==> config.mk <==
export PLATFORM = sky130hd
export DESIGN_NAME = can_rx_fifo_store
export DESIGN_NICKNAME = d
export VERILOG_FILES = /design/src/can_rx_store_pkg.sv /design/src/can_rx_fifo_store.sv /design/src/can_rx_occupancy.sv
export SDC_FILE = /design/constraint.sdc
export NUM_CORES = 1
export LEC_CHECK = 0
export BUFFER_PORTS_ARGS = -buffer_cell sky130_fd_sc_hd__buf_2
export CAP_MARGIN = 40
export CORE_ASPECT_RATIO = 0.75
export CORE_MARGIN = 2
export CORE_UTILIZATION = 38
export CTS_CLUSTER_DIAMETER = 200
export DETAILED_ROUTE_END_ITERATION = 8
export GPL_TIMING_DRIVEN = 0
export PLACE_DENSITY_LB_ADDON = 0.08
export SETUP_SLACK_MARGIN = 0.4
export SLEW_MARGIN = 10
export SYNTH_ARGS = -nofsm -noshare
export SYNTH_HDL_FRONTEND = slang
export SYNTH_HIERARCHICAL = 1
export SYNTH_SLANG_ARGS = --single-unit
==> constraint.sdc <==
create_clock -name clk -period 8.85 [get_ports clk]
set_clock_uncertainty 0.1 [all_clocks]
set_input_delay 0.4425 -clock clk [delete_from_list [all_inputs] [get_ports clk]]
set_output_delay 0.4425 -clock clk [all_outputs]
set_load 0.05 [all_outputs]
==> src/can_rx_store_pkg.sv <==
// Package for the receive FIFO store logic: buffer layout, flag and code fields.
// Assumes one clock domain and a single word-write master port to system RAM.
`default_nettype none
package can_rx_store_pkg;
  localparam int        WORD_W        = 32;
  localparam int        FIFO_SEL_W    = 5;
  localparam int        INDEX_W       = 5;
  localparam int        FILTER_W      = 5;
  // Buffer word offsets (bytes)
  localparam logic [31:0] OFS_WORD0    = 32'h0000_0000;
  localparam logic [31:0] OFS_WORD1    = 32'h0000_0004;
  localparam logic [31:0] OFS_WORD2    = 32'h0000_0008;
  localparam logic [31:0] OFS_WORD3    = 32'h0000_000C;
  localparam logic [31:0] FULL_BUF_SIZE = 32'h0000_0010;
  localparam logic [31:0] PAYLOAD_BUF_SIZE = 32'h0000_0008;
  // Word 0 fields
  localparam int TS_LSB     = 16;
  localparam int HIT_FIELD_LSB = 11;
  localparam int SID_LSB    = 0;
  // Word 1 fields
  localparam int SRR_POS    = 29;
  localparam int IDE_POS    = 28;
  localparam int EID_LSB    = 10;
  localparam int RTR_POS    = 9;
  localparam int RB1_POS    = 8;
  localparam int RB0_POS    = 4;
  localparam int DLC_LSB    = 0;
  // Control register bit for payload-only storage
  localparam int PAYLOAD_ONLY_BIT = 12;
  // Interrupt code register fields
  localparam int CODE_LSB   = 0;
  localparam int FHIT_LSB   = 8;
  localparam logic [6:0] CODE_NONE = 7'h40;
  localparam logic [3:0] DLC_MAX_BYTES = 4'h8;
  localparam logic [7:0] FILL_BYTE = 8'h00;
  typedef enum logic [2:0] {
    ST_IDLE  = 3'b000,
    ST_WR0   = 3'b001,
    ST_WR1   = 3'b011,
    ST_WR2   = 3'b010,
    ST_WR3   = 3'b110,
    ST_DONE  = 3'b111
  } store_state_t;
endpackage
`default_nettype wire

==> src/can_rx_fifo_store.sv <==
// Receive FIFO store engine: writes accepted frames into RAM buffers as bus master.
// Assumes a protocol engine that presents one accepted frame and holds it valid until frame_ready,
// filter matching already done upstream, and a RAM write port with ready handshake.
`timescale 1ns/100ps
`default_nettype none
module can_rx_fifo_store
  import can_rx_store_pkg::*;
#(
  parameter int DEPTH_W = 5
) (
  input  wire logic                              clk,
  input  wire logic                              rst,
  // Accepted frame from protocol engine and filters
  input  wire logic                              frame_valid,
  input  wire logic [can_rx_store_pkg::FILTER_W-1:0]   frame_filter,
  input  wire logic [can_rx_store_pkg::FIFO_SEL_W-1:0] filter_fifo_select,
  input  wire logic [10:0]                       frame_sid,
  input  wire logic [17:0]                       frame_eid,
  input  wire logic                              frame_ide,
  input  wire logic                              frame_rtr,
  input  wire logic                              frame_rb1,
  input  wire logic                              frame_rb0,
  input  wire logic [3:0]                        frame_dlc,
  input  wire logic [63:0]                       frame_data,
  output logic                                   frame_ready,
  // Timestamp and module control
  input  wire logic [15:0]                       timestamp_timer,
  input  wire logic                              timestamp_capture_enable,
  // The selected FIFO's configuration (one FIFO context served per frame)
  input  wire logic [31:0]                       fifo_base_address,
  input  wire logic [DEPTH_W-1:0]                fifo_size_m1,
  input  wire logic [31:0]                       fifo_control_register,
  input  wire logic                              user_increment,
  input  wire logic                              overflow_clear,
  input  wire logic [3:0]                        fifo_int_enable,
  // RAM master write port
  output logic                                   ram_wr_valid,
  output logic [31:0]                            ram_wr_addr,
  output logic [31:0]                            ram_wr_data,
  input  wire logic                              ram_wr_ready,
  // Status
  output logic [DEPTH_W-1:0]                     module_fifo_index,
  output logic [31:0]                            user_read_address,
  output logic                                   rx_overflow_flag,
  output logic                                   rx_full_flag,
  output logic                                   rx_not_empty_flag,
  output logic                                   rx_half_full_flag,
  output logic                                   fifo_pending_bit,
  output logic [31:0]                            interrupt_code_register,
  output logic                                   fifo_irq
);
  import can_rx_store_pkg::*;

  // ==========================================================================
  // Frame capture and buffer formatting
  // ==========================================================================
  store_state_t state_q, state_d;
  logic [31:0]  w0_q, w0_d, w1_q, w1_d, w2_q, w2_d, w3_q, w3_d;
  logic [31:0]  buf_addr_q, buf_addr_d;
  logic         pay_only_q, pay_only_d;
  logic [FILTER_W-1:0] hit_q, hit_d;
  logic [FIFO_SEL_W-1:0] sel_q, sel_d;
  logic [6:0]   code_q, code_d;
  logic [4:0]   fhit_q, fhit_d;
  logic         store_pulse, drop_pulse;
  logic [DEPTH_W-1:0] mi, ui;
  logic         full_w;
  logic [31:0]  buf_size;
  logic [63:0]  payload;
  logic         payload_only;

  // Bytes beyond the length code are forced to zero (payload-only storage; full format stores frame_data as received)
  function automatic logic [63:0] mask_payload(input logic [63:0] d, input logic [3:0] dlc);
    logic [3:0] n;
    logic [63:0] m;
    n = dlc[3] ? DLC_MAX_BYTES : dlc;
    m = '0;
    for (int i = 0; i < 8; i++) begin
      m[i*8 +: 8] = (4'(i) < n) ? d[i*8 +: 8] : FILL_BYTE;
    end
    mask_payload = m;
  endfunction

  function automatic logic [31:0] buf_offset(input logic [DEPTH_W-1:0] idx,
                                             input logic [31:0] size);
    buf_offset = 32'(idx) * size;
  endfunction

  assign payload_only = fifo_control_register[PAYLOAD_ONLY_BIT];
  assign payload      = mask_payload(frame_data, frame_dlc);
  assign buf_size     = pay_only_q ? PAYLOAD_BUF_SIZE : FULL_BUF_SIZE;

  always_comb begin
    state_d    = state_q;
    w0_d       = w0_q;
    w1_d       = w1_q;
    w2_d       = w2_q;
    w3_d       = w3_q;
    buf_addr_d = buf_addr_q;
    pay_only_d = pay_only_q;
    hit_d      = hit_q;
    sel_d      = sel_q;
    drop_pulse = 1'b0;
    store_pulse = 1'b0;
    unique case (state_q)
      ST_IDLE: begin
        if (frame_valid) begin
          if (full_w) begin
            drop_pulse = 1'b1;
          end else begin
            // Select FIFO given by the matching filter
            pay_only_d = payload_only;
            hit_d   = frame_filter;
            sel_d   = filter_fifo_select;
            buf_addr_d = fifo_base_address + buf_offset(mi,
                           payload_only ? PAYLOAD_BUF_SIZE : FULL_BUF_SIZE);
            if (payload_only) begin
              w0_d = payload[31:0];
              w1_d = payload[63:32];
            end else begin
              w0_d = '0;
              w0_d[TS_LSB +: 16]       = timestamp_capture_enable ?
                                         timestamp_timer : 16'h0000;
              w0_d[HIT_FIELD_LSB +: 5] = frame_filter;
              w0_d[SID_LSB +: 11]      = frame_sid;
              w1_d = '0;
              w1_d[SRR_POS]            = frame_ide;
              w1_d[IDE_POS]            = frame_ide;
              w1_d[EID_LSB +: 18]      = frame_eid;
              w1_d[RTR_POS]            = frame_rtr;
              w1_d[RB1_POS]            = frame_rb1;
              w1_d[RB0_POS]            = frame_rb0;
              w1_d[DLC_LSB +: 4]       = frame_dlc;
              w2_d = frame_data[31:0];
              w3_d = frame_data[63:32];
            end
            state_d = ST_WR0;
          end
        end
      end
      ST_WR0: begin
        if (ram_wr_ready) begin
          state_d = ST_WR1;
        end
      end
      ST_WR1: begin
        if (ram_wr_ready) begin
          state_d = pay_only_q ? ST_DONE : ST_WR2;
        end
      end
      ST_WR2: begin
        if (ram_wr_ready) begin
          state_d = ST_WR3;
        end
      end
      ST_WR3: begin
        if (ram_wr_ready) begin
          state_d = ST_DONE;
        end
      end
      ST_DONE: begin
        // Index advances only once every word has landed in RAM
        store_pulse = 1'b1;
        state_d     = ST_IDLE;
      end
    endcase
  end

  always_ff @(posedge clk) begin
    if (rst) begin
      state_q    <= ST_IDLE;
      w0_q       <= '0;
      w1_q       <= '0;
      w2_q       <= '0;
      w3_q       <= '0;
      buf_addr_q <= '0;
      pay_only_q <= 1'b0;
      hit_q      <= '0;
      sel_q      <= '0;
    end else begin
      state_q    <= state_d;
      w0_q       <= w0_d;
      w1_q       <= w1_d;
      w2_q       <= w2_d;
      w3_q       <= w3_d;
      buf_addr_q <= buf_addr_d;
      pay_only_q <= pay_only_d;
      hit_q      <= hit_d;
      sel_q      <= sel_d;
    end
  end

  // ==========================================================================
  // RAM write port
  // ==========================================================================
  always_comb begin
    ram_wr_valid = 1'b0;
    ram_wr_addr  = buf_addr_q;
    ram_wr_data  = w0_q;
    unique case (state_q)
      ST_WR0: begin
        ram_wr_valid = 1'b1;
        ram_wr_addr  = buf_addr_q + OFS_WORD0;
        ram_wr_data  = w0_q;
      end
      ST_WR1: begin
        ram_wr_valid = 1'b1;
        ram_wr_addr  = buf_addr_q + OFS_WORD1;
        ram_wr_data  = w1_q;
      end
      ST_WR2: begin
        ram_wr_valid = 1'b1;
        ram_wr_addr  = buf_addr_q + OFS_WORD2;
        ram_wr_data  = w2_q;
      end
      ST_WR3: begin
        ram_wr_valid = 1'b1;
        ram_wr_addr  = buf_addr_q + OFS_WORD3;
        ram_wr_data  = w3_q;
      end
      ST_IDLE, ST_DONE: begin
        ram_wr_valid = 1'b0;
      end
    endcase
  end

  // Frames wait while a store is in progress; the engine must hold them
  assign frame_ready = (state_q == ST_IDLE);

  // ==========================================================================
  // Occupancy and flags
  // ==========================================================================
  can_rx_occupancy #(
    .DEPTH_W (DEPTH_W)
  ) u_occ (
    .clk          (clk),
    .rst          (rst),
    .size_m1      (fifo_size_m1),
    .store        (store_pulse | drop_pulse),
    .release_buf  (user_increment),
    .overflow_clr (overflow_clear),
    .module_index (mi),
    .user_index   (ui),
    .full         (full_w),
    .not_empty    (rx_not_empty_flag),
    .half_full    (rx_half_full_flag),
    .overflow     (rx_overflow_flag)
  );

  assign module_fifo_index = mi;
  assign rx_full_flag      = full_w;
  assign user_read_address = fifo_base_address + buf_offset(ui, buf_size);

  // ==========================================================================
  // Pending bit, interrupt and interrupt code
  // ==========================================================================
  logic [3:0] events;
  logic       pend_q, pend_d;

  assign events = {rx_overflow_flag, rx_full_flag, rx_half_full_flag, rx_not_empty_flag};

  always_comb begin
    pend_d = |(events & fifo_int_enable);
    fhit_d = fhit_q;
    if (store_pulse) begin
      code_d = 7'(sel_q);
      fhit_d = hit_q;
    end else if (pend_d) begin
      // A late enable still names the FIFO latched with the frame
      code_d = 7'(sel_q);
    end else begin
      code_d = CODE_NONE;
    end
  end

  always_ff @(posedge clk) begin
    if (rst) begin
      pend_q <= 1'b0;
      code_q <= CODE_NONE;
      fhit_q <= '0;
    end else begin
      pend_q <= pend_d;
      code_q <= code_d;
      fhit_q <= fhit_d;
    end
  end

  assign fifo_pending_bit = pend_q;
  assign fifo_irq         = pend_q;
  always_comb begin
    interrupt_code_register = '0;
    interrupt_code_register[CODE_LSB +: 7] = code_q;
    interrupt_code_register[FHIT_LSB +: 5] = fhit_q;
  end
endmodule // can_rx_fifo_store
`default_nettype wire

==> src/can_rx_occupancy.sv <==
// Occupancy tracker and flag logic for one receive FIFO.
// Assumes store and release requests come from logic on the same clock.
`timescale 1ns/100ps
`default_nettype none
module can_rx_occupancy #(
  parameter int DEPTH_W = 5
) (
  input  wire logic               clk,
  input  wire logic               rst,
  input  wire logic [DEPTH_W-1:0] size_m1,
  input  wire logic               store,
  input  wire logic               release_buf,
  input  wire logic               overflow_clr,
  output logic [DEPTH_W-1:0]      module_index,
  output logic [DEPTH_W-1:0]      user_index,
  output logic                    full,
  output logic                    not_empty,
  output logic                    half_full,
  output logic                    overflow
);
  import can_rx_store_pkg::*;
  logic [DEPTH_W:0]   count_q, count_d;
  logic [DEPTH_W-1:0] mi_q, mi_d, ui_q, ui_d;
  logic               ovf_q, ovf_d;
  logic               do_store, do_rel;

  function automatic logic [DEPTH_W-1:0] wrap_inc(input logic [DEPTH_W-1:0] v,
                                                  input logic [DEPTH_W-1:0] last);
    wrap_inc = (v == last) ? '0 : v + 1'b1;
  endfunction

  always_comb begin
    do_store = store && !full;
    do_rel   = release_buf && not_empty;
    count_d  = count_q;
    mi_d     = mi_q;
    ui_d     = ui_q;
    ovf_d    = ovf_q && !overflow_clr;
    if (store && full) begin
      ovf_d = 1'b1;
    end
    if (do_store) begin
      mi_d = wrap_inc(mi_q, size_m1);
    end
    if (do_rel) begin
      ui_d = wrap_inc(ui_q, size_m1);
    end
    if (do_store && !do_rel) begin
      count_d = count_q + 1'b1;
    end else if (!do_store && do_rel) begin
      count_d = count_q - 1'b1;
    end
  end

  always_ff @(posedge clk) begin
    if (rst) begin
      count_q <= '0;
      mi_q    <= '0;
      ui_q    <= '0;
      ovf_q   <= 1'b0;
    end else begin
      count_q <= count_d;
      mi_q    <= mi_d;
      ui_q    <= ui_d;
      ovf_q   <= ovf_d;
    end
  end

  assign module_index = mi_q;
  assign user_index   = ui_q;
  assign full         = (count_q == {1'b0, size_m1} + 1'b1);
  assign not_empty    = (count_q != '0);
  assign half_full    = ({count_q, 1'b0} >= ({1'b0, size_m1} + 1'b1));
  assign overflow     = ovf_q;
endmodule // can_rx_occupancy
`default_nettype wire

Yosys cells after proc, flatten, opt, wreduce, memory -nomap -nowiden
Cells that the tools add are included.
Operators by class
  multiply operators: 2
  bitwise operators: 4
  eq/ne operators: 14
  add/sub/neg operators: 11
  reductions and logical operators: 20
  order comparisons: 9
  muxes and demuxes: 36
Operators with widths (number)
  $pmux 32 s3: 2
  $add 32x10->32: 2
  $add 32x4->32 const B: 2
  $mux 32: 2
  $mux 8: 8
  $add 32x3->32 const B: 1
  $mux 3: 7
  $mul 5x5->10: 2
  $mux 5: 4
  $pmux 3 s6: 1
  $lt 3x4->1 const A: 4
  $mux 16: 1
  $mux 7: 2
  $add 5x1->6 const B: 2
  $mux 6: 2
  $ne 2x2->1 const B: 6
  $add 5x1->5 const B: 2
  $eq 5x5->1: 2
  $lt 1x4->1 const A: 2
  $lt 2x4->1 const A: 2
  $reduce_or 4->1: 2
  $ge 7x7->1: 1
  $add 6x1->6 const B: 1
  $eq 3x2->1 const B: 2
  other kinds (19): 34
Word-level totals
  input port bits: 207
  output and inout bits: 141
  register bits after elaboration: 204
  logic and storage cells: 113

Depth between registers and ports, before layout
Gate-level depths: netlist of the first run.
  depth in word-level cells: 11
  depth in mapped cells: 17
  gate-level depth less buffers: 17

By module
Netlist of the first run, hierarchy kept.
Modules (own cells, without submodules)
  can_rx_fifo_store: seq. area each 3723.6 um^2, instances 1, area an instance 10990.5 um^2, cells each 1439
  can_rx_occupancy: seq. area each 340.3 um^2, instances 1, area an instance 1432.6 um^2, cells each 170

Worst setup path before layout of the first run
Ideal clock, no wire load.
  path kind: in2reg
  start point: input port fifo_size_m1[0]
  end point: register u_occ.count_q[5]
  path slack: 4.385 ns
  setup time: 0.071 ns
  required time: 8.679 ns
  stages: 17
  data arrival time: 4.295 ns
  buffers on the path: 0
  path through: ha_1 > xnor2_1 > nand2_1 > or4_4 > nor2_1 > nand3_1 > nand2_1 > inv_1 > a21oi_2 > ha_1 > inv_1 > ha_1 > a21o_1 > a21oi_1 > o21ai_0 > a31o_2 > a21oi_1
Between the ends
  longest elaborated chain between the ends: 10
  elaborated cells between the ends (all ways): 13
  classes of those cells: 1 x add/sub; 1 x eq/ne; 4 x mux; 1 x bitwise; 6 x reduce/logical
Ends and longest elaborated chain
  from (decl): RTL line can_rx_fifo_store.sv:31  | input wire logic [DEPTH_W-1:0] fifo_size_m1,
  $add 5x1->6 *: RTL line can_rx_occupancy.sv:71  | assign full = (count_q == {1'b0, size_m1} + 1'b1);
  $eq 6x6->1 *: RTL line can_rx_occupancy.sv:71
  via rx_full_flag: RTL line can_rx_fifo_store.sv:45  | output logic rx_full_flag,
  $mux 1: RTL line can_rx_fifo_store.sv:108  | if (full_w) begin
  $mux 1: RTL line can_rx_fifo_store.sv:107  | if (frame_valid) begin
  $mux 1: RTL line can_rx_fifo_store.sv:105  | unique case (state_q)
  $or 1x1->1: RTL line can_rx_fifo_store.sv:239  | .store (store_pulse | drop_pulse),
  $logic_and 1x1->1 *: RTL line can_rx_occupancy.sv:33  | do_store = store && !full;
  via u_occ.do_store: RTL line can_rx_occupancy.sv:25  | logic do_store, do_rel;
  $logic_not 1->1: RTL line can_rx_occupancy.sv:50  | end else if (!do_store && do_rel) begin
  $logic_and 1x1->1: RTL line can_rx_occupancy.sv:50
  $reduce_bool 2->1 (no line)
  to (signal assigned): RTL line can_rx_occupancy.sv:62  | count_q <= count_d;
  to (decl): RTL line can_rx_occupancy.sv:22  | logic [DEPTH_W:0] count_q, count_d;
Mark *: on every way through the listed nets, which the timed path passes. The rest lies on a longest branch.
A chain may end at the register's enable or synchronous reset.

==> results of run 1 <==
-- Yosys cell counts, drive strengths merged, types with 40 or more instances --
cell type / count
nand2: 238
dfxtp: 203
a21oi: 157
nor2: 130
clkbuf: 101
nand3: 68
inv: 57
o21ai: 52
ha: 51
buf: 49
xnor2: 49
a221oi: 46
and3: 45
mux2: 40
xor2: 40
-- kinds of logic (layout without fill, tap and decap cells) --
group / after synthesis / after routing / share of synthesized area
AND/OR/NAND/NOR: 599 / 599 / 0.226
AO/OA/AOI/OAI: 409 / 409 / 0.211
buffers and inverters: 207 / 545 / 0.0734
flip-flops: 203 / 203 / 0.327
XOR/XNOR: 89 / 89 / 0.0634
adder cells (fa/ha/maj): 55 / 55 / 0.0578
multiplexers: 46 / 46 / 0.0411
other: 1 / 24 / 0.000302
-- final cells by class --
| type | instances | area, sq um | share of cell area |
|---|---|---|---|
| Timing Repair Buffer | 294 | 1470 | 0.0962 |
| Multi-Input combinational cell | 1219 | 7520 | 0.491 |
| Clock inverter | 8 | 98.8 | 0.00645 |
| Clock buffer | 36 | 697 | 0.0455 |
| Inverter | 57 | 214 | 0.0140 |
| Buffer | 150 | 698 | 0.0455 |
| Antenna cell | 3 | 7.51 | 0.000490 |
| Tap cell | 442 | 553 | 0.0361 |
| Sequential cell | 203 | 4060 | 0.265 |
-- cells in the final DEF (no fill, tap or decap), types with 12 or more instances in the layout --
cell type / n
nor2b_1: 12
conb_1: 21
nor3_1: 24
dfxtp_1: 203
nand2_1: 238
a21o_1: 12
a211oi_1: 29
nand3_1: 65
xnor2_1: 49
clkbuf_1: 108
nand4_1: 22
nor2_1: 130
ha_1: 51
a311oi_1: 15
o22ai_1: 36
a221oi_1: 46
o21ai_0: 50
buf_2: 304
xor2_1: 39
buf_4: 31
inv_1: 57
a21oi_1: 156
clkbuf_16: 25
mux2_2: 40
and3_1: 44
-- where the power goes --
part	internal (W)	switching (W)	leakage, nW
clock	0.000604	0.000419	0.389
combinational	0.000369	0.000828	4.42
sequential	0.00101	0.0000892	1.66
total	0.00198	0.00134	6.47
-- flip-flops by register name, indices dropped and copies added, names as in the netlist, 6 cells and up, named ones only --
signal,cells
w3_q,32
code_q,6
w0_q,32
w2_q,32
u_occ/count_q,6
buf_addr_q,32
w1_q,32
-- critical path, delay by kind of cell (launching register included) --
family,cells,cell delay (ns)
buffers and inverters,5,2.03
AOI/OAI and AO/OA,2,0.56
DFF,1,0.39
xor gates and xnor gates,1,0.24
adders and majority gates,1,0.49
and+or+nand+nor,3,0.85
-- through the flow --
stage / total power [W] / hold WS, ns / util
after floorplan: 0.00195 / 0.330 / -
after global placement: 0.00228 / 0.337 / 0.449
after detailed placement: 0.00230 / 0.342 / 0.449
after CTS: 0.00332 / 0.0301 / 0.474
after global routing: 0.00347 / 0.0412 / 0.474
final: 0.00332 / 0.0447 / 0.474
-- layer usage --
layer  GRT usage  vias to the layer above
met5     0.00862                        -
met4      0.0782                        0
met3      0.0483                       78
met2       0.395                      586
met1       0.420                     6196
li1            -                     6374
-- worst max path at each step --
stage | start | end | slack [ns] | cells after the start
2_1_floorplan | fifo_size_m1[0] | u_occ/count_q[5] | 4.38 | 17
3_3_place_gp | flop | ram_wr_addr[26] | 3.90 | 12
3_5_place_dp | flop | ram_wr_addr[26] | 3.87 | 12
4_1_cts | flop | ram_wr_addr[26] | 3.29 | 12
5_1_grt | flop | ram_wr_addr[26] | 2.85 | 12
6_report | flop | ram_wr_addr[26] | 3.21 | 12
==> results.cfg, run 1 <==
[run_status]
status = finished, final reports clean

[timing]
hold_violations = 0
worst_slew_pin_slew_ns = 0.964
setup-violations-final = 0
max_freq_ghz = 0.177
post-route-min-period_ns = 5.64
timing.final.crit_share = 0.637
layout_setup_ws_ns = 3.21
setup-tns-final_ns = 0
relSlewSlack = 0.357
rsz0062_at_grt = false
final_max_slew_viol_count = 0

[placed_design]
placed_cells_incl_taps = 2364
dp_slack_ns = 3.87
place_hpwl_um = 37600
gp_congestion = 0.910
numPortBuffers = 290
place_area_sq_um = 14500

[finish]
nets = 2211
final_cells = 2412
area_growth_pct = 23.4
layout-drive-gt1-share = 0.221
fillers = 3442
postLayoutCellArea_sq_um = 15300

[floorplan]
ios = 348
rows = 57
die_w_um = 213
start_util = 0.385
dieArea_sq_um = 34200
die_h_um = 161
coreArea_sq_um = 32300

[drt]
drt-met1-wl_um = 23500
ant_nets = 0
drc = 0
top_layer_used = met4
first_pass_iters = 6
via_count = 13200
dr_wl_met2_um = 19900
routed-wl-met3_um = 4000
drt_iter0_markers = 1329
routed_wl_um = 48800
wire_per_inst_um = 20.2
via_per_inst = 5.49

[logic_synthesis]
async_flop_share = 0
synth.distinct_cells = 70
yosys.area.top_type = dfxtp_1
synth_top_area_frac = 0.327
syn-cell-area_sq_um = 12400
ys.flop_type = dfxtp_1
ys_seq_area_frac = 0.327
synth_area_leaders = dfxtp_1 (33%), nand2_1 (7.2%), a21oi_1 (6.3%)
syn_inst = 1609
synth_enable_flop_cells = 0
avgSynthCellArea_sq_um = 7.72
synth-seq-cells = 203
yosysWarnings = 6

[global_routing]
antenna_found_initial = 3
grt_max_degree = 13
grt_pass1_wl_um = 72300
grt_pass1_vias = 12200
grt_use_total = 0.277
gr-total-overflow = 0

[job]
maxCapViolCount = 0

[worst_hold_path]
hold_start = filter_fifo_select[4]
hold_depth = 3
hold_class = in2reg
holdPathEnd = sel_q[4]

[setup_path]
critPathArrivalTime_ns = 5.10
cp_slowest_cell = clkbuf_1
ff2ff_path_depth = 16
crit_type = reg2out
worstReg2RegEnd = u_occ/count_q[5]
worstSetupStartpointType = flop
reg2reg_slack_ns = 4.57
cpPeakStageDelay_ns = 0.54
worstPathRequired_ns = 8.31
critPathCaptureType = output port
path_cells = clkbuf_1, clkbuf_1, clkbuf_1, nand2_1, fa_1, o21ai_0, o311ai_0, or2_2, clkbuf_1, nor4_1, xor2_1, buf_2
cp_max_fo = 10
r2r-start = u_occ/count_q[0]
critical_path.most_common_cell = clkbuf_1

[clock_tree]
cts_resized = 0
ctsLongestPathBuffers = 3
cts_setup_buffers = 0
clockRootBuffer = clkbuf_16
cts_tree = done
clk_latency_ns = 0.54
path_clk_slew_ns = 0.07
hold_buffers = 0
cts_sinks = 203
htree_num_levels = 1
cts_buffers = 24

[pwr]
p_leak_nw = 6.47
power-per-cell-area_nw_per_um2 = 216
peakVddDrop_mv = 0.136
Power figures use the tool's default switching activity.
==> inputs of run 2 (changes only) <==
clock period = 5.5 ns   (was 8.85 ns; I/O delays follow)
==> results.cfg, run 2 (synthesis gave the netlist of run 1 again) <==
[run_status]
status = finished, final reports clean

[timing]
rsz0062_at_grt = false
final_max_slew_viol_count = 0
layout_setup_ws_ns = 0.766
timing.final.crit_share = 0.861
holdWs_ns = 0.00661
hold_violations = 0
post-route-min-period_ns = 4.73
setup-tns-final_ns = 0
setup-violations-final = 0
worst_slew_pin_slew_ns = 0.962
relSlewSlack = 0.358
max_freq_ghz = 0.211

[pwr]
intPower_w = 0.00325
p_leak_nw = 6.94
power-per-cell-area_nw_per_um2 = 329
peakVddDrop_mv = 0.221
netSwitchingFraction = 0.400
netSwitchingPower_w = 0.00217
p_comb_frac = 0.370
power_frac_clock = 0.304
power_frac_seq = 0.326

[drt]
drt_iter0_markers = 1296
first_pass_iters = 6
via_count = 13800
routed_wl_um = 50200
ant_nets = 0
via_per_inst = 5.46
drc = 0
wire_per_inst_um = 19.9

[finish]
area_growth_pct = 32.4
fillers = 3336
multi_input_area_sq_um = 7520
layout-drive-gt1-share = 0.210
regArea_sq_um = 4060
layout_common_cells = buf_2 (304), nand2_1 (238), dfxtp_1 (203), a21oi_1 (156), nor2_1 (130)
nets = 2323
num_antenna_cells = 0
final_cells = 2521
final_common_cell = buf_2

[placed_design]
gp_congestion = 0.910
place_hpwl_um = 37600
numPortBuffers = 290
placed_cells_incl_taps = 2364
dp_slack_ns = 0.688

[global_routing]
grt_pass1_wl_um = 75000
antenna_found_initial = 0
grt_max_degree = 13
grt_pass1_vias = 12900
grt_use_total = 0.285
gr-total-overflow = 0

[floorplan]
die_w_um = 213
rows = 57
dieArea_sq_um = 34200
coreArea_sq_um = 32300
ios = 348
die_h_um = 161
start_util = 0.385

[setup_path]
critPathCaptureType = output port
crit_type = reg2out
worstPathRequired_ns = 5.12
critPathArrivalTime_ns = 4.36
cp_max_fo = 8
worstSetupStartpointType = flop

[clock_tree]
clockRootBuffer = clkbuf_16
cts_sinks = 203
cts_setup_buffers = 0
cts_tree = done
cts_buffers = 24
ctsLongestPathBuffers = 3
htree_num_levels = 1
clk_latency_ns = 0.54
path_clk_slew_ns = 0.07

[job]
maxCapViolCount = 0

[worst_hold_path]
hold_class = in2reg
==> run 2: final timing paths <==
check	cells past startpoint	slack [ns]	from	endpoint
worst min-delay path	4	0.007	frame_eid[5]	w1_q[15]
worst min register to register	2	0.35	w3_q[27]	w3_q[27]
worst max-delay path	12	0.77	pay_only_q	user_read_address[21]
worst max register to register	16	1.23	u_occ/count_q[0]	u_occ/count_q[5]
==> run 2: metal layers <==
metal,vias up,share of wire,global-route usage
li1,6587,-,-
met1,6471,0.47,0.425
met2,630,0.42,0.423
met3,88,0.083,0.0458
met4,0,0.028,0.0769
met5,-,0,0
==> run 2: worst max-delay path, stage by stage (launching register included) <==
cell and delay, ns:
dfxtp_1 0.30, clkbuf_1 0.36, mux2_2 0.39, ha_1 0.27, ha_1 0.29, ha_1 0.23, fa_1 0.43, a211oi_1 0.36
o21ai_0 0.21, nand4b_1 0.41, nor2_1 0.12, xor2_1 0.15, buf_2 0.28
==> run 2: cell type report <==
class	count	share of cell area
Buffer	150	0.0428
Clock buffer	36	0.0424
Timing Repair Buffer	406	0.158
Tap cell	442	0.0336
Multi-Input combinational cell	1219	0.457
Inverter	57	0.0130
Clock inverter	8	0.00601
Sequential cell	203	0.247
==> run 2: stage by stage <==
step | total power [W] | utilization | cell area [sq um]
finish | 0.00542 | 0.509 | 16400
global route | 0.00567 | 0.509 | 16400
CTS | 0.00541 | 0.509 | 16400
detailed placement | 0.00370 | 0.449 | 14500
global placement | 0.00367 | 0.449 | 14500
floorplan | 0.00314 | - | 12500
==> run 2: repair_timing <==
item                       CTS  global route
setup endpoints to repair    7             7
resized for setup            2             5
hold buffers               112             0
hold endpoints to repair   141             0
==> run 2: power groups by stage <==
stage          sequential (W)  combinational, W  clock, W
2_1_floorplan         0.00178           0.00136         0
3_3_place_gp          0.00179           0.00188         0
3_5_place_dp          0.00179           0.00190         0
4_1_cts               0.00176           0.00199   0.00166
5_1_grt               0.00178           0.00216   0.00173
6_report              0.00177           0.00201   0.00165
==> inputs of run 3 (changes only) <==
RECOVER_POWER = 100   (was default)
clock period = 4.1 ns   (was 5.5 ns; I/O delays follow)
==> results.cfg, run 3 (synthesis gave the netlist of run 1 again) <==
[setup_path]
crit_type = reg2out
critPathCaptureType = output port
ff2ff_path_depth = 13
critPathArrivalTime_ns = 3.57
r2r-start = u_occ/count_q[4]
cp_slowest_cell = clkbuf_1
worstPathRequired_ns = 3.80
cpPeakStageDelay_ns = 0.49
path_cells = inv_1, clkbuf_4, nor2_4, nand2_1, fa_2, o21ai_4, o311ai_2, or2_2, buf_6, nor2b_2, xor2_2, clkbuf_1
worstReg2RegEnd = w1_q[17]
reg2reg_slack_ns = 0.31
worstSetupStartpointType = flop
cp_max_fo = 10

[floorplan]
die_w_um = 213
ios = 348
dieArea_sq_um = 34200
rows = 57
coreArea_sq_um = 32300
die_h_um = 161
start_util = 0.385

[worst_hold_path]
hold_depth = 3
hold_class = in2reg
holdPathEnd = buf_addr_q[11]
hold_start = fifo_base_address[11]

[global_routing]
met3_usage = 0.0491
antenna_found_initial = 3
met2_usage = 0.440
grt_max_degree = 15
grt_pass1_wl_um = 76500
grt_use_met1 = 0.430
grt_use_total = 0.292
grt.busiest_layer = met2
gr-total-overflow = 0
grt_pass1_vias = 13100

[pwr]
power-per-cell-area_nw_per_um2 = 418
power_w = 0.00727
p_leak_nw = 6.96
peakVddDrop_mv = 0.284

[finish]
nets = 2382
area_growth_pct = 39.9
layout-drive-gt1-share = 0.202
final_common_cell = nand2_1
final_core_util = 0.538
layout_common_cells = nand2_1 (238), clkbuf_1 (200), dfxtp_1 (197), buf_2 (183), a21oi_1 (154)

[run_status]
status = finished, final reports clean

[clock_tree]
cts_tree = done
cts_sinks = 203
ctsLongestPathBuffers = 3
cts_buffers = 23
clk_latency_ns = 0.52
clockRootBuffer = clkbuf_16
htree_num_levels = 1
path_clk_slew_ns = 0.06

[timing]
layout_setup_ws_ns = 0.228
post-route-min-period_ns = 3.87
final_max_slew_viol_count = 0
timing.final.crit_share = 0.944
setup-tns-final_ns = 0
relSlewSlack = 0.380
worst_slew_pin_slew_ns = 0.931
hold_violations = 0
setup-violations-final = 0
rsz0062_at_grt = true
holdWs_ns = 0.0105
max_freq_ghz = 0.258

[drt]
via_per_inst = 5.49
first_pass_iters = 5
drc = 0
wire_per_inst_um = 20.1
via_count = 14200
routed_wl_um = 51800
ant_nets = 0
drt_iter0_markers = 1500

[placed_design]
numPortBuffers = 290
place_hpwl_um = 37600
dp_slack_ns = -0.549
gp_congestion = 0.907

[job]
maxCapViolCount = 0
## run 3: cell types whose count changed in the layout (fill, tap and decap cells not counted), sizes merged
cell and change:
clkbuf +111, buf -96, dlygate4sd3 +38, clkinvlp +3, diode +3, clkinv +2, inv -1
## run 3: how the worst max path moves through the flow
stage | cells past startpoint | slack (ns) | to | from
4_1_cts | 12 | 0.33 | ram_wr_addr[26] | flop
2_1_floorplan | 17 | 0.36 | u_occ/count_q[5] | fifo_size_m1[0]
3_5_place_dp | 14 | -0.55 | buf_addr_q[27] | fifo_control_register[12]
5_1_grt | 12 | 0.13 | user_read_address[14] | pay_only_q
3_3_place_gp | 14 | -0.50 | buf_addr_q[27] | fifo_control_register[12]
6_report | 12 | 0.23 | ram_wr_addr[30] | state_q[2]
## run 3: repair_timing
item	4_1_cts	5_1_grt
buffers inserted	5	16
endpoints found under the setup margin	76	89
endpoints found under the hold margin	160	0
pin swaps	9	20
resized for setup	102	59
hold buffers	150	0
## run 3: metal layers
| metal | routed length [um] | share of wire | vias up |
|---|---|---|---|
| met5 | 0 | 0 | - |
| met4 | 1230 | 0.024 | 0 |
| met3 | 4260 | 0.082 | 84 |
| met2 | 22300 | 0.43 | 660 |
| met1 | 24000 | 0.46 | 6733 |
| li1 | - | - | 6680 |
## run 3: area by class of cell
class | count | area (sq um)
Buffer | 150 | 777
Timing Repair Buffer | 466 | 3050
Antenna cell | 3 | 7.51
Clock buffer | 29 | 618
Tap cell | 442 | 553
Inverter | 57 | 214
Fill cell | 3314 | 14900
Clock inverter | 12 | 124
Sequential cell | 203 | 4070
Multi-Input combinational cell | 1219 | 7960
## run 3: worst max-delay path: cells and delay by family (launching register included)
family                     cells  cell delay, ns
buffers and inverters          4            0.94
and+or+nand+nor                4            0.78
adders and majority gates      1            0.44
DFF                            1            0.40
AOI/OAI and AO/OA              2            0.34
xor gates and xnor gates       1            0.16
## run 3: power breakdown
part	switching, W	internal (W)	total, W
registers	0.000197	0.00218	0.00238
clock network	0.000906	0.00120	0.00211
logic	0.00187	0.000921	0.00279
total	0.00297	0.00430	0.00727
## run 3: per-stage QoR
stage                     cells  cell area [sq um]
final                      2581              17400
after global routing       2581              17400
after CTS                  2561              17300
after detailed placement   2365              14700
after global placement     2361              14700
after floorplan            1629              12700
